### config.mk
export PLATFORM = sky130hd
export DESIGN_NAME = cocr_csi_cfg
export DESIGN_NICKNAME = d
export VERILOG_FILES = /design/src/cocr_ind_regs.v /design/src/cocr_csi_cfg.v
export VERILOG_INCLUDE_DIRS = /design/src /design/src/src
export SDC_FILE = /design/constraint.sdc
export NUM_CORES = 1
export LEC_CHECK = 0
export ABC_AREA = 1
export BUFFER_PORTS_ARGS = -buffer_cell sky130_fd_sc_hd__buf_2
export CORE_ASPECT_RATIO = 1.5
export CORE_MARGIN = 5
export CORE_UTILIZATION = 30
export DETAILED_ROUTE_END_ITERATION = 10
export GPL_TIMING_DRIVEN = 0
export PLACE_DENSITY_LB_ADDON = 0.25
export SYNTH_ARGS = -nofsm -noshare
export SYNTH_HDL_FRONTEND = slang
export SYNTH_SLANG_ARGS = --single-unit
### constraint.sdc
create_clock -name core_clk -period 4.85 [get_ports core_clk]
set_input_delay 0.7275 -clock core_clk [delete_from_list [all_inputs] [get_ports core_clk]]
set_output_delay 0.7275 -clock core_clk [all_outputs]
set_load 0.005 [all_outputs]
### src/cocr_map.vh
`ifndef COCR_MAP_VH
`define COCR_MAP_VH

// Direct register offsets.
`define COCR_FMT_CFG_OFS     8'h6b
`define COCR_IND_ADDR_OFS    8'h6c
`define COCR_IND_DATA_OFS    8'h6d

// Format configuration fields.
`define COCR_OUTPUT_FORMAT_SELECT_MSB        7
`define COCR_OUTPUT_FORMAT_SELECT_LSB        4
`define COCR_INPUT_FORMAT_SELECT_MSB        3
`define COCR_INPUT_FORMAT_SELECT_LSB        2
`define COCR_VS_INV_BIT      1
`define COCR_AV_INV_BIT      0
`define COCR_OUTPUT_FORMAT_SELECT_MAX        4'h9

// Indirect register offsets.
`define COCR_I_CLK_PREP      8'h00
`define COCR_I_CLK_ZERO      8'h01
`define COCR_I_CLK_TRAIL     8'h02
`define COCR_I_CLK_POST      8'h03
`define COCR_I_HS_PREP       8'h04
`define COCR_I_HS_ZERO       8'h05
`define COCR_I_HS_TRAIL      8'h06
`define COCR_I_HS_EXIT       8'h07
`define COCR_I_LP_PERIOD     8'h08
`define COCR_I_RAW_ALIGN     8'h09
`define COCR_I_PORT0_EN      8'h13
`define COCR_I_PORT1_EN      8'h14
`define COCR_I_PASSTHRU      8'h16
`define COCR_I_VC_ID         8'h2e

// Timing override fields.
`define COCR_OVR_BIT         7
`define COCR_CLK_PREP_MSB    4
`define COCR_CLK_ZERO_MSB    5

// Reset values.
`define COCR_RST_VAL         8'h00

`endif

### src/cocr_ind_regs.v
`timescale 1ns/1ps
`default_nettype none
`include "cocr_map.vh"

// Indirect register space; undefined offsets read zero and ignore writes.
module cocr_ind_regs (
   // Clock and reset
   input  wire        core_clk,
   input  wire        rstn,
   // Access port
   input  wire [7:0]  ind_addr,
   input  wire        ind_wr,
   input  wire [7:0]  ind_wdata,
   output wire [7:0]  ind_rdata,
   // Decoded contents
   output wire [111:0] ind_flat
);

   localparam NREG = 14;

   reg [7:0] mem_reg [0:NREG-1];

   function [4:0] slot_of;
      input [7:0] a;
      begin
         case (a)
            `COCR_I_CLK_PREP:  slot_of = 5'h00;
            `COCR_I_CLK_ZERO:  slot_of = 5'h01;
            `COCR_I_CLK_TRAIL: slot_of = 5'h02;
            `COCR_I_CLK_POST:  slot_of = 5'h03;
            `COCR_I_HS_PREP:   slot_of = 5'h04;
            `COCR_I_HS_ZERO:   slot_of = 5'h05;
            `COCR_I_HS_TRAIL:  slot_of = 5'h06;
            `COCR_I_HS_EXIT:   slot_of = 5'h07;
            `COCR_I_LP_PERIOD: slot_of = 5'h08;
            `COCR_I_RAW_ALIGN: slot_of = 5'h09;
            `COCR_I_PORT0_EN:  slot_of = 5'h0a;
            `COCR_I_PORT1_EN:  slot_of = 5'h0b;
            `COCR_I_PASSTHRU:  slot_of = 5'h0c;
            `COCR_I_VC_ID:     slot_of = 5'h0d;
            default:           slot_of = 5'h1f;
         endcase
      end
   endfunction

   wire [4:0] slot = slot_of(ind_addr);
   wire       hit  = (slot != 5'h1f);

   integer i;
   always @(posedge core_clk or negedge rstn) begin
      if (!rstn) begin
         for (i = 0; i < NREG; i = i + 1)
            mem_reg[i] <= `COCR_RST_VAL;
      end else if (ind_wr && hit) begin
         mem_reg[slot[3:0]] <= ind_wdata;
      end
   end

   assign ind_rdata = hit ? mem_reg[slot[3:0]] : 8'h00;

   genvar g;
   generate
      for (g = 0; g < NREG; g = g + 1) begin : flat_g
         assign ind_flat[g*8 +: 8] = mem_reg[g];
      end
   endgenerate

endmodule
`default_nettype wire

### src/cocr_csi_cfg.v
`timescale 1ns/1ps
`default_nettype none
`include "cocr_map.vh"

module cocr_csi_cfg #(
   parameter [4:0] AUTO_CLK_PREP = 5'h06,
   parameter [5:0] AUTO_CLK_ZERO = 6'h14
) (
   // Clock and reset
   input  wire        core_clk,
   input  wire        rstn,
   // Register access port
   input  wire [7:0]  reg_addr,
   input  wire        reg_wr,
   input  wire        reg_rd,
   input  wire [7:0]  reg_wdata,
   output reg  [7:0]  reg_rdata,
   output wire        reg_hit,
   // Video flags from the link receiver
   input  wire        vertical_sync_in,
   input  wire        active_video_flag_in,
   // Video flags to the CSI-2 logic
   output reg         vertical_sync,
   output reg         active_video_flag,
   // Format configuration
   output wire [3:0]  output_format_select,
   output wire [1:0]  input_format_select,
   output wire        output_format_valid,
   // Lane timing and port setup
   output reg  [4:0]  clock_prepare_value,
   output reg  [5:0]  clock_zero_value,
   output wire        clock_prepare_override,
   output wire        clock_zero_override,
   output wire [7:0]  clock_trail_time,
   output wire [7:0]  clock_post_time,
   output wire [7:0]  hs_prepare_time,
   output wire [7:0]  hs_zero_time,
   output wire [7:0]  hs_trail_time,
   output wire [7:0]  hs_exit_time,
   output wire [7:0]  lp_period_time,
   output wire [7:0]  raw_alignment,
   output wire [7:0]  output_port0_enable,
   output wire [7:0]  output_port1_enable,
   output wire [7:0]  passthrough_control_field,
   output wire [7:0]  virtual_channel_identifier
);

   // Slot of each indirect register on the flattened storage bus.
   localparam [3:0] SLOT_CLK_PREP  = 4'h0;
   localparam [3:0] SLOT_CLK_ZERO  = 4'h1;
   localparam [3:0] SLOT_CLK_TRAIL = 4'h2;
   localparam [3:0] SLOT_CLK_POST  = 4'h3;
   localparam [3:0] SLOT_HS_PREP   = 4'h4;
   localparam [3:0] SLOT_HS_ZERO   = 4'h5;
   localparam [3:0] SLOT_HS_TRAIL  = 4'h6;
   localparam [3:0] SLOT_HS_EXIT   = 4'h7;
   localparam [3:0] SLOT_LP_PERIOD = 4'h8;
   localparam [3:0] SLOT_RAW_ALIGN = 4'h9;
   localparam [3:0] SLOT_PORT0_EN  = 4'ha;
   localparam [3:0] SLOT_PORT1_EN  = 4'hb;
   localparam [3:0] SLOT_PASSTHRU  = 4'hc;
   localparam [3:0] SLOT_VC_ID     = 4'hd;

   // One-hot codes of the direct registers; all zero is a miss.
   localparam [2:0] DSEL_NONE = 3'b000;
   localparam [2:0] DSEL_FMT  = 3'b001;
   localparam [2:0] DSEL_IA   = 3'b010;
   localparam [2:0] DSEL_ID   = 3'b100;

   reg  [7:0]   format_config_reg;
   reg  [7:0]   format_config_next;
   reg  [7:0]   indirect_address_reg;
   reg  [7:0]   indirect_address_next;
   reg  [7:0]   rdata_next;
   reg          vs_meta_reg;
   reg          vs_sync_reg;
   reg          av_meta_reg;
   reg          av_sync_reg;
   reg          vs_next;
   reg          av_next;
   reg  [4:0]   clock_prepare_next;
   reg  [5:0]   clock_zero_next;
   wire [2:0]   dir_sel;
   wire         ind_wr;
   wire [7:0]   ind_rdata;
   wire [111:0] ind_flat;
   wire [7:0]   clk_prep_raw;
   wire [7:0]   clk_zero_raw;

   // Decodes a direct register address into its one-hot select.
   function [2:0] direct_select;
      input [7:0] addr;
      begin
         case (addr)
            `COCR_FMT_CFG_OFS:  direct_select = DSEL_FMT;
            `COCR_IND_ADDR_OFS: direct_select = DSEL_IA;
            `COCR_IND_DATA_OFS: direct_select = DSEL_ID;
            default:            direct_select = DSEL_NONE;
         endcase
      end
   endfunction

   // Picks one stored indirect register out of the flattened bus.
   function [7:0] ind_byte;
      input [111:0] flat;
      input [3:0]   slot;
      begin
         ind_byte = flat[slot*8 +: 8];
      end
   endfunction

   // Applies the programmed polarity to a synchronised flag.
   function flag_polarity;
      input level;
      input invert;
      begin
         flag_polarity = level ^ invert;
      end
   endfunction

   assign dir_sel = direct_select(reg_addr);
   assign reg_hit = (dir_sel != DSEL_NONE);
   assign ind_wr  = reg_wr && (dir_sel == DSEL_ID);

   always @* begin
      format_config_next = format_config_reg;
      if (reg_wr && (dir_sel == DSEL_FMT)) begin
         format_config_next = reg_wdata;
      end
   end

   always @(posedge core_clk or negedge rstn) begin
      if (!rstn) begin
         format_config_reg <= `COCR_RST_VAL;
      end else begin
         format_config_reg <= format_config_next;
      end
   end

   // Data port accesses never move the pointer, so repeated ones hit one register.
   always @* begin
      indirect_address_next = indirect_address_reg;
      if (reg_wr && (dir_sel == DSEL_IA)) begin
         indirect_address_next = reg_wdata;
      end
   end

   always @(posedge core_clk or negedge rstn) begin
      if (!rstn) begin
         indirect_address_reg <= `COCR_RST_VAL;
      end else begin
         indirect_address_reg <= indirect_address_next;
      end
   end

   cocr_ind_regs cocr_ind_regs_inst (
      .core_clk  (core_clk),
      .rstn      (rstn),
      .ind_addr  (indirect_address_reg),
      .ind_wr    (ind_wr),
      .ind_wdata (reg_wdata),
      .ind_rdata (ind_rdata),
      .ind_flat  (ind_flat)
   );

   // Read data is registered: it stands from the edge after reg_rd until the next read.
   always @* begin
      rdata_next = reg_rdata;
      if (reg_rd) begin
         case (dir_sel)
            DSEL_FMT: begin
               rdata_next = format_config_reg;
            end
            DSEL_IA: begin
               rdata_next = indirect_address_reg;
            end
            DSEL_ID: begin
               rdata_next = ind_rdata;
            end
            default: begin
               rdata_next = 8'h00;
            end
         endcase
      end
   end

   always @(posedge core_clk or negedge rstn) begin
      if (!rstn) begin
         reg_rdata <= `COCR_RST_VAL;
      end else begin
         reg_rdata <= rdata_next;
      end
   end

   assign output_format_select = format_config_reg[`COCR_OUTPUT_FORMAT_SELECT_MSB:`COCR_OUTPUT_FORMAT_SELECT_LSB];
   assign input_format_select  = format_config_reg[`COCR_INPUT_FORMAT_SELECT_MSB:`COCR_INPUT_FORMAT_SELECT_LSB];
   // Codes above nine are undefined; flagged so downstream can hold off.
   assign output_format_valid  = (output_format_select <= `COCR_OUTPUT_FORMAT_SELECT_MAX);

   // The flags come from another clock domain, so each passes two flops first.
   always @(posedge core_clk or negedge rstn) begin
      if (!rstn) begin
         vs_meta_reg <= 1'b0;
         vs_sync_reg <= 1'b0;
      end else begin
         vs_meta_reg <= vertical_sync_in;
         vs_sync_reg <= vs_meta_reg;
      end
   end

   always @(posedge core_clk or negedge rstn) begin
      if (!rstn) begin
         av_meta_reg <= 1'b0;
         av_sync_reg <= 1'b0;
      end else begin
         av_meta_reg <= active_video_flag_in;
         av_sync_reg <= av_meta_reg;
      end
   end

   // Only the second stage feeds the polarity logic; downstream expects active high.
   always @* begin
      vs_next = flag_polarity(vs_sync_reg, format_config_reg[`COCR_VS_INV_BIT]);
   end

   always @* begin
      av_next = flag_polarity(av_sync_reg, format_config_reg[`COCR_AV_INV_BIT]);
   end

   always @(posedge core_clk or negedge rstn) begin
      if (!rstn) begin
         vertical_sync     <= 1'b0;
         active_video_flag <= 1'b0;
      end else begin
         vertical_sync     <= vs_next;
         active_video_flag <= av_next;
      end
   end

   assign clk_prep_raw           = ind_byte(ind_flat, SLOT_CLK_PREP);
   assign clk_zero_raw           = ind_byte(ind_flat, SLOT_CLK_ZERO);
   assign clock_prepare_override = clk_prep_raw[`COCR_OVR_BIT];
   assign clock_zero_override    = clk_zero_raw[`COCR_OVR_BIT];

   // No timing derivation exists here; the AUTO parameters stand in for it, so
   // whoever integrates the block must set them to suit the lane rate.
   always @* begin
      clock_prepare_next = AUTO_CLK_PREP;
      if (clock_prepare_override) begin
         clock_prepare_next = clk_prep_raw[`COCR_CLK_PREP_MSB:0];
      end
   end

   always @* begin
      clock_zero_next = AUTO_CLK_ZERO;
      if (clock_zero_override) begin
         clock_zero_next = clk_zero_raw[`COCR_CLK_ZERO_MSB:0];
      end
   end

   always @(posedge core_clk or negedge rstn) begin
      if (!rstn) begin
         clock_prepare_value <= 5'h00;
      end else begin
         clock_prepare_value <= clock_prepare_next;
      end
   end

   always @(posedge core_clk or negedge rstn) begin
      if (!rstn) begin
         clock_zero_value <= 6'h00;
      end else begin
         clock_zero_value <= clock_zero_next;
      end
   end

   // Undefined indirect offsets are not stored, so a stray write is harmless.
   assign clock_trail_time           = ind_byte(ind_flat, SLOT_CLK_TRAIL);
   assign clock_post_time            = ind_byte(ind_flat, SLOT_CLK_POST);
   assign hs_prepare_time            = ind_byte(ind_flat, SLOT_HS_PREP);
   assign hs_zero_time               = ind_byte(ind_flat, SLOT_HS_ZERO);
   assign hs_trail_time              = ind_byte(ind_flat, SLOT_HS_TRAIL);
   assign hs_exit_time               = ind_byte(ind_flat, SLOT_HS_EXIT);
   assign lp_period_time             = ind_byte(ind_flat, SLOT_LP_PERIOD);
   assign raw_alignment              = ind_byte(ind_flat, SLOT_RAW_ALIGN);
   assign output_port0_enable        = ind_byte(ind_flat, SLOT_PORT0_EN);
   assign output_port1_enable        = ind_byte(ind_flat, SLOT_PORT1_EN);
   assign passthrough_control_field  = ind_byte(ind_flat, SLOT_PASSTHRU);
   assign virtual_channel_identifier = ind_byte(ind_flat, SLOT_VC_ID);

endmodule
`default_nettype wire

[Word-level counts from Yosys, hierarchy flattened]
Memory sizes are Yosys's and may differ from the RTL's.
Cells that the tools add are included.
Word-level totals
  register bits after elaboration: 153
  latch bits: 0
  memory bits (writable): 0
  ROM bits: 320
  input port bits: 22
  output and inout bits: 127
  logic and storage cells: 58
  memories kept: 1
Memories
  (name not given): depth 64, bits a word 5, rd ports 1, clocked after Yosys merged registers in 0, write ports 0, RTL line cocr_ind_regs.v:26  | case (a)
Cells by class
  add/sub/neg operators: 0
  multipliers: 0
  div/mod/pow operators: 0
  $lt $le $gt $ge: 3
  eq/ne operators: 7
  shifts and indexed selects: 0
  muxes and demuxes: 12
  bitwise logic cells: 3
  reductions and logical operators: 7
Operator list (count)
  bitwise mux 112 bit: 1
  binary-select mux 8 bit (select 4 bit): 1
  demux 8 bit (select 4 bit): 1
  two-way mux 8 bit: 4
  equality test 8 x 7 -> 1 bit, second input constant: 3
  one-hot mux 8 bit (3 select lines): 1
  two-way mux 5 bit: 2
  one-hot mux 3 bit (3 select lines): 1
  two-way mux 6 bit: 1
  greater-or-equal comparator 5 bit, second input constant: 1
  logical AND 1 bit: 5
  less-than comparator 5 x 1 -> 1 bit, second input constant: 1
  inequality test 5 bit, second input constant: 1
  inverter 4 -> 5 bit: 1
  less-or-equal comparator 4 bit, second input constant: 1
  equality test 3 x 1 -> 1 bit, second input constant: 1
  equality test 3 x 2 -> 1 bit, second input constant: 1
  equality test 3 bit, second input constant: 1
  nonzero test 3 bit: 1
  zero test 2 bit: 1
  XOR 1 bit: 2

[Logic depth before layout (Yosys ltp)]
  word-level depth: 8
  mapped depth: 19
  mapped depth without buffers: 18

[Cells and area by module]
Synthesis repeated with hierarchy kept, for this count alone.
Unflattened totals
  cells, all modules: 989
  area, all modules: 7828.8 um^2
Modules (own cells, without submodules)
  cocr_ind_regs: times used 1, cells each 791, area an instance 5969.5 um^2, sequential area each 2802.7 um^2
  cocr_csi_cfg: times used 1, cells each 198, area an instance 1859.3 um^2, sequential area each 1026.0 um^2

[Least setup slack after synthesis]
No wires, ideal clock.
  path kind: input to output
  from: in reg_addr[4]
  to: out reg_hit
  arrival time: 1588 ps
  required time: 4123 ps
  path slack: 2534 ps
  stages on the path: 5
  buffers on the path: 0
  path through: nor2_1 nand3_1 nor4_1 inv_1 nand3_1
On the way
  word-level cells in the longest chain between the ends: 3
  elaborated cells on any way between the ends: 5
  those cells by class: 3 x eq/ne; 1 x mux; 1 x reduce/logical
RTL lines
  from (decl): RTL line cocr_csi_cfg.v:13  | input wire [7:0] reg_addr,
  equality test 8 x 7 -> 1 bit: RTL line cocr_csi_cfg.v:94  | case (addr)
  one-hot mux 3 bit (3 select lines) *: RTL line cocr_csi_cfg.v:94
  nonzero test 3 bit *: RTL line cocr_csi_cfg.v:122  | assign reg_hit = (dir_sel != DSEL_NONE);
  to (decl): RTL line cocr_csi_cfg.v:18  | output wire reg_hit,
Every way passes the cells marked *; elsewhere a longest branch is shown, timed or not.

[Worst setup path in the final report]
Ends and elaborated chain as after synthesis.

==> results.md <==
Detailed routing:
- The per-cell routed wire length is around 16 um.
- The average vias per placed instance is 4.46.
- The total DRC errors in the routed layout is 0.
- The initial detailed-routing violation count is around 440.
- The total detailed-routing wirelength is ~27000 um.
- Once detail routing completed, the nets flagged for antenna violations numbered 0.
- The routed layout has roughly 7300 vias.
- The number of detailed-route iterations in the first pass is 5.

Critical path:
- The highest net fanout along the worst path is 7.
- The signal arrival time at the worst endpoint is approximately 2100 ps.
- The kind of end point of the critical path is an output pin.
- The kind of cell with the highest combined delay on the critical path is simple AND/OR/NAND/NOR gates.
- The path type of the worst setup path is in2out.
- The required arrival time at the worst endpoint is between 4000 and 5000 ps.
- STA classifies the critical path startpoint as a primary input.
- On the worst path, the slowest cell contributes a delay of between 500 and 600 ps.
- The number of buffers and inverters on the critical path is 3.
- On the critical path, the stage with the largest delay is an instance of nor4_1.
- Traced cell by cell, the critical path runs through buf_2 > nor2_1 > nand3_1 > nor4_1 > inv_1 > nand3_1 > buf_2.
- The worst register-to-register path has a setup slack of 2150 ps.

Clocking:
- Post-CTS timing repair inserted 0 buffers for setup.
- After clock tree synthesis, the flow added hold-fix buffers numbering 0.
- TritonCTS built the clock tree.
- CTS placed an instance of clkbuf_16 at the clock tree root.
- Clock tree synthesis found a total of approximately 150 sinks.
- The clock passes through at most 2 buffers.
- In this run, CTS created clock tree buffers numbering 17.
- The number of cells upsized or downsized after cts is 0.
- The clock tree synthesis step divided the H-tree into 4 levels.
- After clock tree synthesis, the clock-pin slew on the worst setup and hold paths is about 60 ps.
- The worst-skew pair later-pin latency is roughly 440 ps.

Timing:
- The top achievable clock speed is ~350 MHz.
- Setup repair after global routing left no endpoint under its margin.
- Clock skew on the completed layout was measured at roughly 11 ps.
- The final-report hold violation count is 0.
- The worst slew margin relative to its limit is 0.397.
- The count of final max-slew check failures is 0.
- The actual transition at the worst max-transition pin is 905 ps.
- After routing, the total negative slack on setup checks comes to 0 ps.
- The routed design could run at a clock period as short as about 2800 ps.
- Setup violations remaining at the end of the flow were counted as 0.
- The final critical-path share of the clock period is 0.585.

Logic synthesis:
- The cell count after synthesis came out at 1118.
- During synthesis, Yosys emitted a total of 0 warnings.
- The area of the mapped netlist is between 0.008 and 0.009 mm^2.
- By area the synthesized netlist is led by dfrtp_1 46%, nand2_1 18%, buf_4 9.3%.
- After synthesis the netlist holds a flip-flop and latch count of ~150.
- The async set-or-reset flop fraction in the synthesized netlist is 1.00.
- A synthesized cell averages roughly 7.5 um^2.
- The share of Yosys cell area claimed by the top area cell type is 0.459.
- The number of distinct library cells after synthesis is 28.
- The largest area contributor in the synthesized netlist is dfrtp_1.
- The sequential element share of the synthesized area is 0.459.
- The number of synthesized flops with an enable pin is 0.
- For this run, the leading register cell type out of synthesis is dfrtp_1.
- The synthesized netlist net count is 1140.

Global routing:
- The global routing stage identified its most utilized layer as met2.
- The total congestion overflow after global routing is 0.
- The met1 usage is 0.208.
- The fraction of met2 tracks used by global routing is 0.306.
- The initial antenna violation count is 0.
- The wire length of the first global-routing pass is 42000 um.
- The number of global-route vias before repair is ~7500.
- For this run, global-route usage on met3 was measured as 0.0281.
- The pin count of the biggest net entering global routing is 80.
- The overall track demand over capacity in global routing is 0.172.

Place:
- Summed over all nets, the half-perimeter wirelength after detailed placement is slightly above 20000 um.
- Port buffering added around 140 buffers.
- After detailed placement, the design holds a cell count of 1600.
- The final weighted congestion in routability-driven placement is about 0.89.
- The instance area at placement is roughly 0.0095 mm^2.

Pwr:
- The proportion of total power due to net switching is 0.284.
- The logic gate share of total power is 0.146.
- The power density normalized to cell area is 314 mW/mm^2.
- The internal power summed over all cells is approximately 2300 uW.
- VDD sags by at most around 0.24 mV.
- Of the total power, the clock network draws 0.441.
- The analysis attributes to net switching a power of 902 uW.
- In this run the static leakage power is between 0.005 and 0.006 uW.
- The power share of the sequential group is 0.413.

Final layout:
- The top cell types in the final layout, fill and taps aside, are 407 x nand2_1, 153 x buf_2, 153 x dfrtp_1.
- 0 antenna diodes ended up in the layout.
- The filler-free cell count of the finished design is roughly 1600.
- The final design area excluding fillers is roughly 0.01 mm^2.
- In the final design database the tool counted 1299 nets.
- Of the cells placed in the final design, the portion with a size suffix greater than 1 is 0.247.
- The area growth from synthesis to layout is 21.2%.
- The most common cell after layout, fill and taps aside is nand2_1.
- The register with the most flip-flops in the layout has 112 of them.

Floorplanning:
- After floorplanning, the core was divided into 74 placement rows.
- The floorplan step set the die height to 214 um.
- The I/O pin count is between 100 and 150.
- The floorplan step defined a die boundary enclosing 0.0313 mm^2.
- For this configuration, the core starts out at a cell density of 0.306.
- In this run the standard cell core region covers 0.0273 mm^2.
- The chip width is approximately 150 um.

Min path:
- In this run the worst hold path is classified as in2async.

Status:
- The run finished with clean final reports.

Flow run:
- The tool flagged a number of max-cap violations equal to 0.
## stage by stage
step / setup slack, ps / util / hold WS, ps / total power, uW
floorplan: 2530 / - / 331 / 1620
global placement: 686 / 0.347 / 334 / 1800
detailed placement: 2020 / 0.348 / 336 / 1800
CTS: 2020 / 0.371 / 334 / 3210
global route: 1820 / 0.371 / 361 / 3320
finish: 2010 / 0.371 / 294 / 3180
## routing by layer
| layer | up-vias | routed length [um] |
|---|---|---|
| met3 | 37 | 898 |
| li1 | 3685 | - |
| met1 | 3394 | 11400 |
| met2 | 162 | 13700 |
| met5 | - | 0 |
| met4 | 0 | 708 |
## cells in the mapped netlist (all sizes together), types with 6 or more instances
cell	count
a21oi	10
nand3b	14
dfrtp	153
nand2	416
clkbuf	26
nand3	41
o21ai	133
nand4	18
buf	124
o22ai	6
nor2	28
inv	141
## path summary, 6_finish.rpt
path / cells past startpoint / from / endpoint
max: 7 / reg_addr[4] / reg_hit
min: 1 / rstn / clock_zero_value[0]
max reg2reg: 17 / indirect_address_reg[6] / reg_rdata[6]
min reg2reg: 0 / vs_meta_reg / vs_sync_reg
max in group asynchronous: 2 / rstn / vertical_sync
min in group core_clk: 0 / vs_meta_reg / vs_sync_reg
## worst reg2reg max path: stages, from the launching register on
cell and delay (ps):
dfrtp_1 400, nor2_1 180, nand2_1 180, inv_1 90, nand2_1 110, a21oi_2 500, buf_2 370, nand2_1 80
nand2_1 90, nand2_1 50, nand2_1 70, nand2_1 50, nand2_1 70, inv_1 50, nand2_1 100, nand2_1 70
nand2_1 60, nand2_1 60
## cell families (layout without fill, tap and decap cells)
group,count (synthesis),count (layout),synth area share
AO/OA/AOI/OAI,149,149,0.0920
XOR/XNOR,2,2,0.00210
buffers and inverters,291,463,0.181
flip-flops,153,153,0.459
AND/OR/NAND/NOR,523,523,0.266
## layout make-up
type / count / area (um^2)
Clock buffer: 23 / 478
Tap cell: 342 / 428
Timing Repair Buffer: 140 / 729
Clock inverter: 9 / 136
Sequential cell: 153 / 3830
Inverter: 141 / 529
Buffer: 150 / 983
Fill cell: 2980 / 17200
Multi-Input combinational cell: 674 / 3010
## power by group through the flow
stage               Combinational (uW)  Clock (uW)  Sequential, uW
floorplan                          289           0            1330
global placement                   461           0            1340
detailed placement                 467           0            1340
CTS                                468        1430            1310
global route                       519        1480            1320
finish                             463        1400            1310
Power figures use the tool's default switching activity.
